[config.mk]
export PLATFORM = sky130hd
export DESIGN_NAME = irq_priority_logic
export DESIGN_NICKNAME = d
export VERILOG_FILES = /design/src/common/irq_prio_pkg.sv /design/src/hw/irq_source_pick.sv /design/src/hw/irq_priority_logic.sv
export VERILOG_INCLUDE_DIRS = /design/src /design/src/common
export SDC_FILE = /design/constraint.sdc
export NUM_CORES = 1
export LEC_CHECK = 0
export ABC_AREA = 1
export BUFFER_PORTS_ARGS = -buffer_cell sky130_fd_sc_hd__buf_2
export CAP_MARGIN = 20
export CORE_MARGIN = 5
export CORE_UTILIZATION = 45
export CTS_BUF_LIST = sky130_fd_sc_hd__clkbuf_2
export DETAILED_ROUTE_END_ITERATION = 7
export PLACE_DENSITY = 0.78
export RECOVER_POWER = 100
export SKIP_LAST_GASP = 1
export SYNTH_ARGS = -nofsm -noshare
export SYNTH_HDL_FRONTEND = slang
export SYNTH_SLANG_ARGS = --single-unit
[constraint.sdc]
create_clock -name clk -period 3.4 [get_ports clk]
set_clock_uncertainty 0.05 [all_clocks]
set_input_delay 0.17 -clock clk [delete_from_list [all_inputs] [get_ports clk]]
set_output_delay 0.17 -clock clk [all_outputs]
set_load 0.02 [all_outputs]
[src/common/irq_prio_defs.svh]
// Purpose: constants for the processor interrupt priority logic
// Assumes: internal register numbers are word indexes on a private register port
// Notes: all offsets are dispatch offsets into the system control block
`ifndef IRQ_PRIO_DEFS_SVH
`define IRQ_PRIO_DEFS_SVH
`define REG_PRIORITY_LEVEL 6'h12
`define REG_SOFT_REQUEST 6'h14
`define REG_SOFT_SUMMARY 6'h15
`define IPL_HALT 5'h1f
`define IPL_POWER_FAIL 5'h1e
`define IPL_WRITE_ERR 5'h1d
`define IPL_READ_ERR 5'h1a
`define IPL_BUS_TAKEN 5'h17
`define IPL_INTERVAL 5'h16
`define IPL_DEVICE 5'h14
`define OFF_POWER_FAIL 16'h000c
`define OFF_WRITE_ERR 16'h0060
`define OFF_READ_ERR 16'h0054
`define OFF_INTERVAL 16'h00c0
`define OFF_CONSOLE_RX 16'h00f8
`define OFF_CONSOLE_TX 16'h00fc
`define OFF_TIMER0 16'h0078
`define OFF_TIMER1 16'h007c
`define OFF_STORAGE_EXT 16'h0108
`define OFF_STORAGE_INT 16'h0104
`define OFF_NETWORK 16'h010c
`define OFF_DOORBELL 16'h0204
`define OFF_BUS_BASE 16'h0200
`define OFF_SOFT_BASE 16'h0080
`define PSL_IPL_LSB 16
`define HALT_CODE_RESET 6'h03
`define HALT_CODE_EXTERNAL 6'h02
`endif

[src/common/irq_prio_pkg.sv]
// Purpose: types for the processor interrupt priority logic
// Assumes: defs header included alongside
// Notes: none
package irq_prio_pkg;
  typedef enum logic [1:0] {
    ST_RUN = 2'b00,
    ST_HALT = 2'b01,
    ST_DISPATCH = 2'b10
  } seq_state_t;
endpackage

[src/hw/irq_source_pick.sv]
// Purpose: picks the highest maskable request and its dispatch offset
// Assumes: request vector ordered within level by fixed precedence
// Notes: purely combinational
`timescale 1ns/1ps
`include "irq_prio_defs.svh"
module irq_source_pick (
  input wire logic [4:0] cur_ipl, // Current processor level
  input wire logic power_fail, // AC power-good lost
  input wire logic write_err, // Any write-side error
  input wire logic read_err, // Any correctable or I-stream error
  input wire logic [3:0] bus_req, // Bus requests, bit3 is level 7
  input wire logic [15:0] bus_vector, // Vector from requesting bus device
  input wire logic interval_tick, // Interval timer
  input wire logic [1:0] console_req, // Console receive, transmit
  input wire logic [1:0] timer_req, // Programmable timers 0, 1
  input wire logic storage_ext, // External storage port
  input wire logic storage_int, // Internal storage port
  input wire logic network_req, // Network port
  input wire logic doorbell_req, // Doorbell
  input wire logic [15:1] soft_pending, // Software summary
  output logic take, // A request beats current level
  output logic [4:0] take_ipl, // Level of the winner
  output logic [4:0] new_ipl, // Level to load on dispatch
  output logic [15:0] take_offset, // Dispatch offset
  output logic [3:0] take_bus, // One-hot bus line acknowledged
  output logic [15:1] take_soft // One-hot software level taken
);
  logic found;
  always_comb begin
    found = 1'b1;
    take_ipl = 5'h00;
    new_ipl = 5'h00;
    take_offset = 16'h0000;
    take_bus = 4'h0;
    take_soft = 15'h0000;
    // Fixed order inside a level decides ties
    if (power_fail) begin
      take_ipl = `IPL_POWER_FAIL;
      take_offset = `OFF_POWER_FAIL;
    end else if (write_err) begin
      take_ipl = `IPL_WRITE_ERR;
      take_offset = `OFF_WRITE_ERR;
    end else if (read_err) begin
      take_ipl = `IPL_READ_ERR;
      take_offset = `OFF_READ_ERR;
    end else if (bus_req[3]) begin
      take_ipl = 5'h17;
      take_bus = 4'h8;
    end else if (interval_tick) begin
      take_ipl = `IPL_INTERVAL;
      take_offset = `OFF_INTERVAL;
    end else if (bus_req[2]) begin
      take_ipl = 5'h16;
      take_bus = 4'h4;
    end else if (bus_req[1]) begin
      take_ipl = 5'h15;
      take_bus = 4'h2;
    end else if (console_req[0]) begin
      take_ipl = `IPL_DEVICE;
      take_offset = `OFF_CONSOLE_RX;
    end else if (console_req[1]) begin
      take_ipl = `IPL_DEVICE;
      take_offset = `OFF_CONSOLE_TX;
    end else if (timer_req[0]) begin
      take_ipl = `IPL_DEVICE;
      take_offset = `OFF_TIMER0;
    end else if (timer_req[1]) begin
      take_ipl = `IPL_DEVICE;
      take_offset = `OFF_TIMER1;
    end else if (storage_ext) begin
      take_ipl = `IPL_DEVICE;
      take_offset = `OFF_STORAGE_EXT;
    end else if (storage_int) begin
      take_ipl = `IPL_DEVICE;
      take_offset = `OFF_STORAGE_INT;
    end else if (network_req) begin
      take_ipl = `IPL_DEVICE;
      take_offset = `OFF_NETWORK;
    end else if (doorbell_req) begin
      take_ipl = `IPL_DEVICE;
      take_offset = `OFF_DOORBELL;
    end else if (bus_req[0]) begin
      take_ipl = 5'h14;
      take_bus = 4'h1;
    end else begin
      found = 1'b0;
      for (int i = 15; i >= 1; i--) begin
        if (!found && soft_pending[i]) begin
          found = 1'b1;
          take_ipl = 5'(i);
          take_offset = `OFF_SOFT_BASE + 16'(4 * i);
          take_soft[i] = 1'b1;
        end
      end
    end
    if (take_bus != 4'h0) begin
      take_offset = bus_vector + `OFF_BUS_BASE;
    end
    // Bus, storage and network cannot tell grant levels apart
    if (take_bus != 4'h0 || take_offset == `OFF_STORAGE_EXT
        || take_offset == `OFF_STORAGE_INT || take_offset == `OFF_NETWORK) begin
      new_ipl = `IPL_BUS_TAKEN;
    end else begin
      new_ipl = take_ipl;
    end
    take = found && (take_ipl > cur_ipl);
  end
endmodule

[src/hw/irq_priority_logic.sv]
// Purpose: interrupt priority sequencing and level, request, summary registers
// Assumes: core holds off ack until instruction boundary; inputs synchronous
// Notes: power and halt inputs are sampled levels, edges found here for power only
`timescale 1ns/1ps
`include "irq_prio_defs.svh"
module irq_priority_logic (
  input wire logic clk, // 125 MHz processor clock
  input wire logic rst, // Synchronous reset, active high
  input wire logic reg_wr, // Internal register write strobe
  input wire logic reg_rd, // Internal register read strobe
  input wire logic [5:0] reg_num, // Internal register number
  input wire logic [31:0] reg_wdata, // Write data
  output logic [31:0] reg_rdata, // Read data
  input wire logic dc_power_good, // Backplane DC power good
  input wire logic ac_power_good, // Backplane AC power good
  input wire logic bus_halt_line, // Backplane halt asserted
  input wire logic console_break, // Console break pulse
  input wire logic halt_protect, // Executing inside halt-protected space
  input wire logic power_up_reset, // Pulse after hardware reset
  input wire logic write_err, // Any write-side error
  input wire logic read_err, // Any correctable or I-stream error
  input wire logic [3:0] bus_req, // Request lines, bit3 level 7
  input wire logic [15:0] bus_vector, // Vector of requesting device
  input wire logic interval_tick, // Interval timer request
  input wire logic [1:0] console_req, // Console requests
  input wire logic [1:0] timer_req, // Programmable timer requests
  input wire logic storage_ext, // External storage request
  input wire logic storage_int, // Internal storage request
  input wire logic network_req, // Network request
  input wire logic doorbell_req, // Doorbell request
  input wire logic [31:0] cur_pc, // Program counter to save
  input wire logic [31:0] processor_status_longword, // Status to save
  input wire logic memory_mapping_enable, // Mapping enable to save
  input wire logic core_ack, // Core accepts halt or dispatch
  output logic halt_req, // Halt pending to firmware
  output logic [5:0] halt_code, // Saved halt code
  output logic [31:0] saved_pc, // Saved program counter
  output logic [31:0] saved_psl, // Saved status longword
  output logic saved_memory_mapping_enable, // Saved mapping enable
  output logic dispatch_req, // Maskable dispatch pending
  output logic [15:0] dispatch_offset, // Offset into control block
  output logic [3:0] bus_ack, // Bus line acknowledged, one cycle
  output logic [4:0] processor_priority_level // Current level
);
  irq_prio_pkg::seq_state_t state, next_state;
  logic [4:0] next_ipl;
  logic [15:1] soft_pending, next_soft;
  logic [5:0] next_code;
  logic [31:0] next_pc, next_psl;
  logic next_memory_mapping_enable;
  logic [15:0] next_offset;
  logic [3:0] next_bus_ack;
  logic dc_prev, ac_prev, dc_was_low, ac_was_low, next_dc_low, next_ac_low;
  logic reset_halt, ext_halt, next_reset_halt, next_ext_halt, break_seen, next_break;
  logic take;
  logic [4:0] take_ipl, new_ipl;
  logic [15:0] take_offset;
  logic [3:0] take_bus;
  logic [15:1] take_soft;
  logic power_fail;

  assign power_fail = ac_prev && !ac_power_good;

  irq_source_pick u_pick (
    .cur_ipl(processor_priority_level),
    .power_fail(power_fail),
    .write_err(write_err),
    .read_err(read_err),
    .bus_req(bus_req),
    .bus_vector(bus_vector),
    .interval_tick(interval_tick),
    .console_req(console_req),
    .timer_req(timer_req),
    .storage_ext(storage_ext),
    .storage_int(storage_int),
    .network_req(network_req),
    .doorbell_req(doorbell_req),
    .soft_pending(soft_pending),
    .take(take),
    .take_ipl(take_ipl),
    .new_ipl(new_ipl),
    .take_offset(take_offset),
    .take_bus(take_bus),
    .take_soft(take_soft)
  );

  // Power and halt event capture; set wins over the halt clearing them
  always_comb begin
    next_dc_low = dc_was_low;
    next_ac_low = ac_was_low;
    next_reset_halt = reset_halt;
    next_ext_halt = ext_halt;
    next_break = break_seen;
    if (state == irq_prio_pkg::ST_HALT && core_ack) begin
      next_reset_halt = 1'b0;
      next_ext_halt = 1'b0;
      next_break = 1'b0;
    end
    if (!dc_power_good) begin
      next_dc_low = 1'b1;
      if (!ac_power_good) begin
        next_ac_low = 1'b1;
      end
    end
    if (dc_power_good && !dc_prev && dc_was_low) begin
      next_dc_low = 1'b0;
      next_ac_low = 1'b0;
      if (ac_was_low) begin
        next_reset_halt = 1'b1;
      end else begin
        next_ext_halt = 1'b1;
      end
    end
    if (power_up_reset) begin
      next_reset_halt = 1'b1;
    end
    if (bus_halt_line || console_break) begin
      next_break = 1'b1;
    end
  end

  always_ff @(posedge clk) begin
    if (rst) begin
      dc_prev <= 1'b1;
      ac_prev <= 1'b1;
      dc_was_low <= 1'b0;
      ac_was_low <= 1'b0;
      reset_halt <= 1'b0;
      ext_halt <= 1'b0;
      break_seen <= 1'b0;
    end else begin
      dc_prev <= dc_power_good;
      ac_prev <= ac_power_good;
      dc_was_low <= next_dc_low;
      ac_was_low <= next_ac_low;
      reset_halt <= next_reset_halt;
      ext_halt <= next_ext_halt;
      break_seen <= next_break;
    end
  end

  // Sequencer, level and software summary
  always_comb begin
    next_state = state;
    next_ipl = processor_priority_level;
    next_soft = soft_pending;
    next_code = halt_code;
    next_pc = saved_pc;
    next_psl = saved_psl;
    next_memory_mapping_enable = saved_memory_mapping_enable;
    next_offset = dispatch_offset;
    next_bus_ack = 4'h0;
    if (reg_wr && reg_num == `REG_PRIORITY_LEVEL) begin
      next_ipl = reg_wdata[4:0];
    end
    if (reg_wr && reg_num == `REG_SOFT_SUMMARY) begin
      next_soft = reg_wdata[15:1];
    end
    case (state)
      irq_prio_pkg::ST_RUN: begin
        // Halt code 3 ignores protection; others only inside it, never masked
        if (reset_halt || ((ext_halt || break_seen) && halt_protect)) begin
          next_state = irq_prio_pkg::ST_HALT;
          next_code = reset_halt ? `HALT_CODE_RESET : `HALT_CODE_EXTERNAL;
          next_pc = cur_pc;
          next_psl = processor_status_longword;
          next_memory_mapping_enable = memory_mapping_enable;
          next_ipl = `IPL_HALT;
        end else if (take) begin
          next_state = irq_prio_pkg::ST_DISPATCH;
          next_pc = cur_pc;
          next_psl = processor_status_longword;
          next_offset = take_offset;
          next_ipl = new_ipl;
          next_bus_ack = take_bus;
          next_soft = next_soft & ~take_soft;
        end
      end
      irq_prio_pkg::ST_HALT: begin
        if (core_ack) begin
          next_state = irq_prio_pkg::ST_RUN;
        end
      end
      irq_prio_pkg::ST_DISPATCH: begin
        if (core_ack) begin
          next_state = irq_prio_pkg::ST_RUN;
        end
      end
      default: next_state = irq_prio_pkg::ST_RUN;
    endcase
    // Software request set wins over any clear this cycle
    if (reg_wr && reg_num == `REG_SOFT_REQUEST && reg_wdata[3:0] != 4'h0) begin
      next_soft[reg_wdata[3:0]] = 1'b1;
    end
  end

  always_ff @(posedge clk) begin
    if (rst) begin
      state <= irq_prio_pkg::ST_RUN;
      processor_priority_level <= `IPL_HALT;
      soft_pending <= 15'h0000;
      halt_code <= 6'h00;
      saved_pc <= 32'h00000000;
      saved_psl <= 32'h00000000;
      saved_memory_mapping_enable <= 1'b0;
      dispatch_offset <= 16'h0000;
      bus_ack <= 4'h0;
    end else begin
      state <= next_state;
      processor_priority_level <= next_ipl;
      soft_pending <= next_soft;
      halt_code <= next_code;
      saved_pc <= next_pc;
      saved_psl <= next_psl;
      saved_memory_mapping_enable <= next_memory_mapping_enable;
      dispatch_offset <= next_offset;
      bus_ack <= next_bus_ack;
    end
  end

  assign halt_req = (state == irq_prio_pkg::ST_HALT);
  assign dispatch_req = (state == irq_prio_pkg::ST_DISPATCH);

  // Request register is write only and reads zero
  always_comb begin
    reg_rdata = 32'h00000000;
    if (reg_rd && reg_num == `REG_PRIORITY_LEVEL) begin
      reg_rdata = {27'h0000000, processor_priority_level};
    end else if (reg_rd && reg_num == `REG_SOFT_SUMMARY) begin
      reg_rdata = {16'h0000, soft_pending, 1'b0};
    end
  end

  property p_halt_level;
    @(posedge clk) disable iff (rst)
      $rose(halt_req) |-> processor_priority_level == 5'h1f;
  endproperty
  a_halt_level: assert property (p_halt_level) else $error("halt level not 1F");

  property p_reset_halt_code;
    @(posedge clk) disable iff (rst)
      (state == irq_prio_pkg::ST_RUN && reset_halt) |=> (halt_req && halt_code == 6'h03);
  endproperty
  a_reset_halt_code: assert property (p_reset_halt_code) else $error("code 3 halt missed");

  property p_protect;
    @(posedge clk) disable iff (rst)
      (state == irq_prio_pkg::ST_RUN && !reset_halt && !halt_protect && !take) |=> !halt_req;
  endproperty
  a_protect: assert property (p_protect) else $error("halt outside protected space");

  property p_save_pc;
    @(posedge clk) disable iff (rst)
      $rose(halt_req) |-> saved_pc == $past(cur_pc) && saved_memory_mapping_enable == $past(memory_mapping_enable);
  endproperty
  a_save_pc: assert property (p_save_pc) else $error("halt state not saved");

  property p_bus_level;
    @(posedge clk) disable iff (rst)
      (bus_ack != 4'h0) |-> processor_priority_level == 5'h17 && dispatch_req;
  endproperty
  a_bus_level: assert property (p_bus_level) else $error("bus level not 17");

  property p_bus_offset;
    @(posedge clk) disable iff (rst)
      (bus_ack != 4'h0) |-> dispatch_offset == $past(bus_vector) + 16'h0200;
  endproperty
  a_bus_offset: assert property (p_bus_offset) else $error("bus offset wrong");

  property p_dispatch_above;
    @(posedge clk) disable iff (rst)
      $rose(dispatch_req) |-> $past(take_ipl) > $past(processor_priority_level);
  endproperty
  a_dispatch_above: assert property (p_dispatch_above) else $error("dispatch not above level");

  property p_priority_level_reg_write;
    @(posedge clk) disable iff (rst)
      (reg_wr && reg_num == 6'h12 && state == irq_prio_pkg::ST_RUN && !take && !reset_halt
       && !((ext_halt || break_seen) && halt_protect))
      |=> processor_priority_level == $past(reg_wdata[4:0]);
  endproperty
  a_priority_level_reg_write: assert property (p_priority_level_reg_write) else $error("level write lost");

  property p_soft_set;
    @(posedge clk) disable iff (rst)
      (reg_wr && reg_num == 6'h14 && reg_wdata[3:0] == 4'h5) |=> soft_pending[5];
  endproperty
  a_soft_set: assert property (p_soft_set) else $error("soft request lost");
endmodule

* Yosys cells after proc, flatten, opt, wreduce, memory -nomap -nowiden
Cells that the tools add are included.
Storage, ports and cells: register bits after elaboration 120, input port bits 145, output and inout port bits 130, word-level logic and storage cells 496
Operators by class: $add $sub $neg 1, order comparisons 3, equal/unequal tests 10, multiplexer cells 396, bitwise operators 8, reduce and logical (&&, ||, !) cells 62
Operator list (number):
- 15-bit two-way mux | 21
- 16-bit two-way mux | 19
- 1-bit two-way mux | 281
- 32-bit two-way mux | 4
- 4-bit two-way mux | 30
- 8-bit two-way mux | 15
- 5-bit two-way mux | 21
- 16-bit by 9-bit equality test with 1-bit output, second input constant | 3
- 1-bit logical AND | 27
- 6-bit by 5-bit equality test with 1-bit output, second input constant | 3
- 16-bit by 10-bit adder with 16-bit output, second input constant | 1
- 1-bit logical NOT | 16
- 15-bit bitwise AND | 1
- 15-bit NOT | 1
- 15-bit bitwise OR | 1
- 2-bit AND reduction | 4
- 4-bit nonzero test | 2
- 1-bit logical OR | 6
- 2-bit two-way mux | 3
- 5-bit greater-than comparator | 1
- 4-bit by 5-bit < comparator with 1-bit output, second input constant | 1
- 1-bit NOT | 5
- 1-bit demux with 4-bit select | 1
- 4-bit by 1-bit >= comparator with 1-bit output, second input constant | 1
- 10 further kinds | 12

* Logic depth before layout (Yosys ltp)
depth in word-level cells 292, depth in mapped cells 26, depth with buffers taken out 25

* Cells and area by module
From an unflattened synthesis, not the netlist that was laid out.
Unflattened totals: cell total of the unflattened synthesis 917, area, all modules 6248.5 µm²
By module, submodules not included:
- irq_priority_logic | times used 1, cells each 696, area each 5116.2 µm², sequential area each 2322.2 µm²
- irq_source_pick | times used 1, cells each 221, area each 1132.3 µm², sequential area each 0.0 µm²

* Least setup slack after synthesis
Ideal clock, no wire load.
path type register -> register, start reg soft_pending[14] (netlist name), end reg saved_psl[18], library setup time 0.116 ns, data arrival time 2.904 ns, data required time 3.234 ns, setup slack 0.330 ns, stages on the path, launching flop included 27, path buffers 2, period minus slack after synthesis 3.070 ns, path through dfxtp_1 -> nor2_4 -> nand4_2 -> nor2_4 -> nand4_2 -> nor2_4 -> nand3_2 -> nor2_4 -> nand2_1 -> nand4_1 -> inv_1 -> o21ai_0 -> nand2_1 -> nand2_1 -> ha_1 -> nand2_1 -> nor3_1 -> a2111oi_0 -> a21oi_1 -> nand2_2 -> nand2_2 -> nand2_4 -> inv_2 -> buf_6 -> buf_6 -> nor2_1 -> nor2_1
On the way: longest elaborated chain between the ends 269, elaborated cells on any way between the ends 299, those cells by class order compare (1); mux (268); reduce/logical (30)
RTL lines:
- start: declaration | RTL line irq_priority_logic.sv:47 | logic [15:1] soft_pending, next_soft;
- start signal: assignment | RTL line irq_priority_logic.sv:211 | soft_pending <= next_soft;
- 1-bit logical AND (*) | RTL line irq_source_pick.sv:88 | if (!found && soft_pending[i]) begin
- 1-bit two-way mux | RTL line irq_source_pick.sv:88
- 1-bit two-way mux | RTL line irq_source_pick.sv:82 | end else if (bus_req[0]) begin
- 1-bit two-way mux | RTL line irq_source_pick.sv:79 | end else if (doorbell_req) begin
- 1-bit two-way mux | RTL line irq_source_pick.sv:76 | end else if (network_req) begin
- 1-bit two-way mux | RTL line irq_source_pick.sv:73 | end else if (storage_int) begin
- 1-bit two-way mux | RTL line irq_source_pick.sv:70 | end else if (storage_ext) begin
- 1-bit two-way mux | RTL line irq_source_pick.sv:67 | end else if (timer_req[1]) begin
- [... 253 more ...]
- 5-bit two-way mux | RTL line irq_source_pick.sv:46 | end else if (bus_req[3]) begin
- 5-bit two-way mux | RTL line irq_source_pick.sv:43 | end else if (read_err) begin
- 5-bit two-way mux | RTL line irq_source_pick.sv:40 | end else if (write_err) begin
- 5-bit two-way mux | RTL line irq_source_pick.sv:37 | if (power_fail) begin
- 5-bit greater-than comparator | RTL line irq_source_pick.sv:106 | take = found && (take_ipl > cur_ipl);
- 1-bit logical AND (*) | RTL line irq_source_pick.sv:106
- 2-bit nonzero test (no line) (*)
- 2-bit AND reduction (no line) (*)
- end signal: assignment | RTL line irq_priority_logic.sv:214 | saved_psl <= next_psl;
- end: declaration | RTL line irq_priority_logic.sv:38 | output logic [31:0] saved_psl,
Every way passes the cells marked *; elsewhere a longest branch is shown, timed or not. The select of a mux whose other input is x is not followed. A chain may end at the register's enable or synchronous reset.

* Worst setup path in the final report
start reg soft_pending[14] (netlist name), end reg saved_pc[27]
On the way: longest elaborated chain between the ends 269, elaborated cells on any way between the ends 299, those cells by class order compare (1); mux (268); reduce/logical (30)
RTL lines:
- 1-bit logical AND (*) | RTL line irq_source_pick.sv:88
- 1-bit two-way mux | RTL line irq_source_pick.sv:88
- 1-bit two-way mux | RTL line irq_source_pick.sv:82
- 1-bit two-way mux | RTL line irq_source_pick.sv:79
- 1-bit two-way mux | RTL line irq_source_pick.sv:76
- 1-bit two-way mux | RTL line irq_source_pick.sv:73
- 1-bit two-way mux | RTL line irq_source_pick.sv:70
- 1-bit two-way mux | RTL line irq_source_pick.sv:67
- [... 253 more ...]
- 5-bit two-way mux | RTL line irq_source_pick.sv:46
- 5-bit two-way mux | RTL line irq_source_pick.sv:43
- 5-bit two-way mux | RTL line irq_source_pick.sv:40
- 5-bit two-way mux | RTL line irq_source_pick.sv:37
- 5-bit greater-than comparator | RTL line irq_source_pick.sv:106
- 1-bit logical AND (*) | RTL line irq_source_pick.sv:106
- 2-bit nonzero test (no line) (*)
- 2-bit AND reduction (no line) (*)
- end signal: assignment | RTL line irq_priority_logic.sv:213 | saved_pc <= next_pc;
- end: declaration | RTL line irq_priority_logic.sv:37 | output logic [31:0] saved_pc,
Marks and branches as above.

==> flow_metrics.env <==
export IMPL_crit_path_cell_trace="nor2_4, nand4_4, nor2_4, nand4_4, nor2_4, buf_4, buf_4, nand3_1, nand4_1, o21ai_1, nand2_1, ha_4, a21oi_2, nor2_1, a2111oi_2, a21oi_1, nand2_2, nand2_4, nand2_8, buf_12, clkbuf_16, o21ai_1, nor2_1"
export IMPL_syn_area_per_cell_um2=7.14
export IMPL_fillers=943
export IMPL_area_growth_pct=61.7
export IMPL_final_setup_viol_count=34
export IMPL_min_period_ns=3.47
export IMPL_fin_total_pwr_w=0.00502
export IMPL_port_buffers=238
export IMPL_gp_congestion=0.930
export IMPL_cts_root_buf="clkbuf_2"
export IMPL_relSlewSlack_pct=56.1
export IMPL_ir_drop_mv=0.322
export IMPL_min_path_type="input pin to flop"
export IMPL_synthDistinctLibCells=43
export IMPL_clk_latency_ns=0.68
export IMPL_vias_per_cell=5.29
export IMPL_ios=275
export IMPL_totalNegativeSetupSlack_ns=-0.672
export IMPL_slew_violations=0
export IMPL_start_kind="flop"
export IMPL_ant_nets=0
export IMPL_critPathMaxFanout=6
export IMPL_drt_initial_drc_count=806
export IMPL_grt_max_degree=50
export IMPL_die_x_um=124
export IMPL_cts_sinks=116
export IMPL_synth_seq_cells=116
export IMPL_path_class="flop to flop"
export IMPL_rsz0062_at_grt="true"
export IMPL_setup_ws_ns=-0.0658
export IMPL_cp_num_buf_inv=4
export IMPL_static_leakage_power_nw=4.30
export IMPL_post_route_period_util_pct=102
export IMPL_synth_area_mm2=0.00581
export IMPL_core_rowCount=41
export IMPL_violations="negative setup slack"
export IMPL_postSynthCellCount=814
export IMPL_dr_pass1_iters=8
export IMPL_wl_per_cell_um=17.5
export IMPL_maxCapViolations=0
export IMPL_fin_cells=1419
export IMPL_cp_top_family="simple AND/OR/NAND/NOR gates"
export IMPL_grt_pass1_wl_mm=33.5
export IMPL_fmax_ghz=0.289
export IMPL_cts_clk_slew_worst_paths_ns=0.22
export IMPL_drive_gt1_share_pct=31.0
export IMPL_placed_cell_area_mm2=0.00725
export IMPL_crit_path_end_kind="flop"
export IMPL_htreeDepth=4
export IMPL_vias=7505
export IMPL_ys_warn_count=0
export IMPL_crit_required_ns=4.00
export IMPL_crit_path_max_incr_delay_ns=0.37
export IMPL_coreArea_mm2=0.0126
export IMPL_powerDensity_mw_per_mm2=534
export IMPL_layout_commonest_cell="buf_2"
export IMPL_ys_seq_area_share_pct=40.0
export IMPL_die_h_um=124
export IMPL_mostFrequentLayoutCells="182 x buf_2, 145 x nor2_1, 140 x dlygate4sd3_1"
export IMPL_numCtsBuffers=17
export IMPL_final_hold_violation_count=0
export IMPL_cts_tree="built"
export IMPL_start_util_pct=46.1
export IMPL_drc_errors=0
export IMPL_grt_pass1_vias=6911
export IMPL_arrival_ns=4.06
export IMPL_finalNetCount=1385
export IMPL_die_area_mm2=0.0153
export IMPL_placed_cells=1226
export IMPL_drt_total_wl_mm=24.8
export IMPL_path_common_cell="nor2_4"
export IMPL_final_area_mm2=0.00940
export IMPL_status="complete, but fails checks"
export IMPL_grtUsageTotal_pct=27.9
export IMPL_slowest_stage="dfxtp_2"
export IMPL_place_hpwl_mm=14.1
export IMPL_worstMarginPinSlew_ns=0.657
export IMPL_cts_max_path_buffers=2
export IMPL_gr_total_overflow=0
export IMPL_antenna_found_initial=3
-- cell usage after synthesis, drive strengths merged --
| cell | count | area, µm² |
|---|---|---|
| dfxtp | 116 | 2320 |
| a41oi | 1 | 8.76 |
| ha | 9 | 113 |
| or2 | 3 | 18.8 |
| o21a | 1 | 7.51 |
| a2111oi | 1 | 8.76 |
| nor3 | 13 | 65.1 |
| o211ai | 6 | 45.0 |
| o31ai | 9 | 67.6 |
| xor2 | 2 | 17.5 |
| and3 | 1 | 6.26 |
| a22oi | 1 | 7.51 |
| o221ai | 2 | 17.5 |
| nand4 | 15 | 106 |
| nor4 | 2 | 12.5 |
| nand3 | 18 | 95.1 |
| o2111ai | 1 | 8.76 |
| o22ai | 5 | 31.3 |
| o21ai | 95 | 475 |
| a31oi | 3 | 18.8 |
| nor2 | 208 | 938 |
| buf | 37 | 299 |
| conb | 1 | 3.75 |
| clkbuf | 22 | 83.8 |
| a2bb2oi | 1 | 8.76 |
| o41ai | 4 | 35.0 |
| nand2 | 101 | 397 |
| inv | 78 | 293 |
| a21oi | 56 | 280 |
| o211a | 2 | 20.0 |
-- report_power, final --
| group | internal, W | leakage [nW] | switching (W) |
|---|---|---|---|
| sequential | 0.00162 | 0.957 | 0.000177 |
| combinational | 0.000900 | 3.21 | 0.00137 |
| clock | 0.000341 | 0.133 | 0.000606 |
-- area by class of cell --
| class | instances | area (µm²) | area share, % |
|---|---|---|---|
| Antenna cell | 3 | 7.51 | 0.0799 |
| Clock buffer | 17 | 85.1 | 0.905 |
| Clock inverter | 15 | 155 | 1.65 |
| Inverter | 78 | 310 | 3.30 |
| Multi-Input combinational cell | 580 | 3120 | 33.2 |
| Sequential cell | 116 | 2320 | 24.7 |
| Tap cell | 172 | 215 | 2.29 |
| Timing Repair Buffer | 438 | 3190 | 33.9 |
-- per-stage QoR --
step	utilization (%)	hold slack (ns)	worst slack [ns]
after global routing	74.5	0.132	-0.267
after global placement	57.4	0.314	-0.00584
after floorplan	-	0.212	0.330
final	74.5	0.119	-0.0658
after CTS	71.0	0.0189	-0.0225
after detailed placement	57.4	0.313	-0.0455
-- state kept, by name, indices dropped and copies added, names as in the netlist --
name	count
break_seen	1
ac_prev	1
saved_memory_mapping_enable	1
ext_halt	1
ac_was_low	1
saved_psl	32
dc_was_low	1
processor_priority_level	5
state	2
saved_pc	32
dispatch_offset	16
dc_prev	1
halt_code	2
soft_pending	15
reset_halt	1
bus_ack	4
-- worst reg2reg max path, stage by stage (launching register included) --
cell       delay, ns
dfxtp_2         0.37
nor2_4          0.14
nand4_4         0.12
nor2_4          0.18
nand4_4         0.12
nor2_4          0.16
buf_4           0.13
buf_4           0.10
nand3_1         0.08
nand4_1         0.18
o21ai_1         0.08
nand2_1         0.13
ha_4            0.23
a21oi_2         0.11
nor2_1          0.06
a2111oi_2       0.27
a21oi_1         0.08
nand2_2         0.12
nand2_4         0.08
nand2_8         0.14
buf_12          0.14
clkbuf_16       0.15
o21ai_1         0.08
nor2_1          0.15
-- layer usage --
layer,global-route usage (%),routed length (µm),vias up
met3,7.49,2550,116
met1,31.3,9080,3431
met4,14.2,1250,0
met5,0,0,-
li1,-,-,3473
met2,48.3,11900,485
-- final timing paths --
path / startpoint / end / slack, ns / cells past startpoint
max: soft_pending[14] / saved_pc[27] / -0.07 / 23
min: storage_ext / processor_priority_level[0] / 0.12 / 7
max reg2reg: soft_pending[14] / saved_pc[27] / -0.07 / 23
min reg2reg: dc_was_low / dc_was_low / 0.42 / 2
-- kinds of logic (layout without fill, tap and decap cells) --
family                     after synthesis  in the layout  share of synthesized area [%]
and+or+nand+nor                        361            361                           28.2
AOI/OAI and AO/OA                      188            188                           17.9
buffers and inverters                  137            548                           11.6
DFF                                    116            116                           40.0
adders and majority gates                9              9                           1.94
xor gates and xnor gates                 2              2                          0.301
other                                    1             23                         0.0645
-- what timing repair did --
action / 4_1_cts / 5_1_grt
endpoints found under the setup margin: 85 / 106
gates cloned: 1 / 8
hold buffers: 140 / 0
hold endpoints to repair: 116 / 0
resized for setup: 9 / 88
pin swaps: 1 / 15
setup buffers: 1 / 8
No activity file was read; power rests on OpenSTA's default activity.
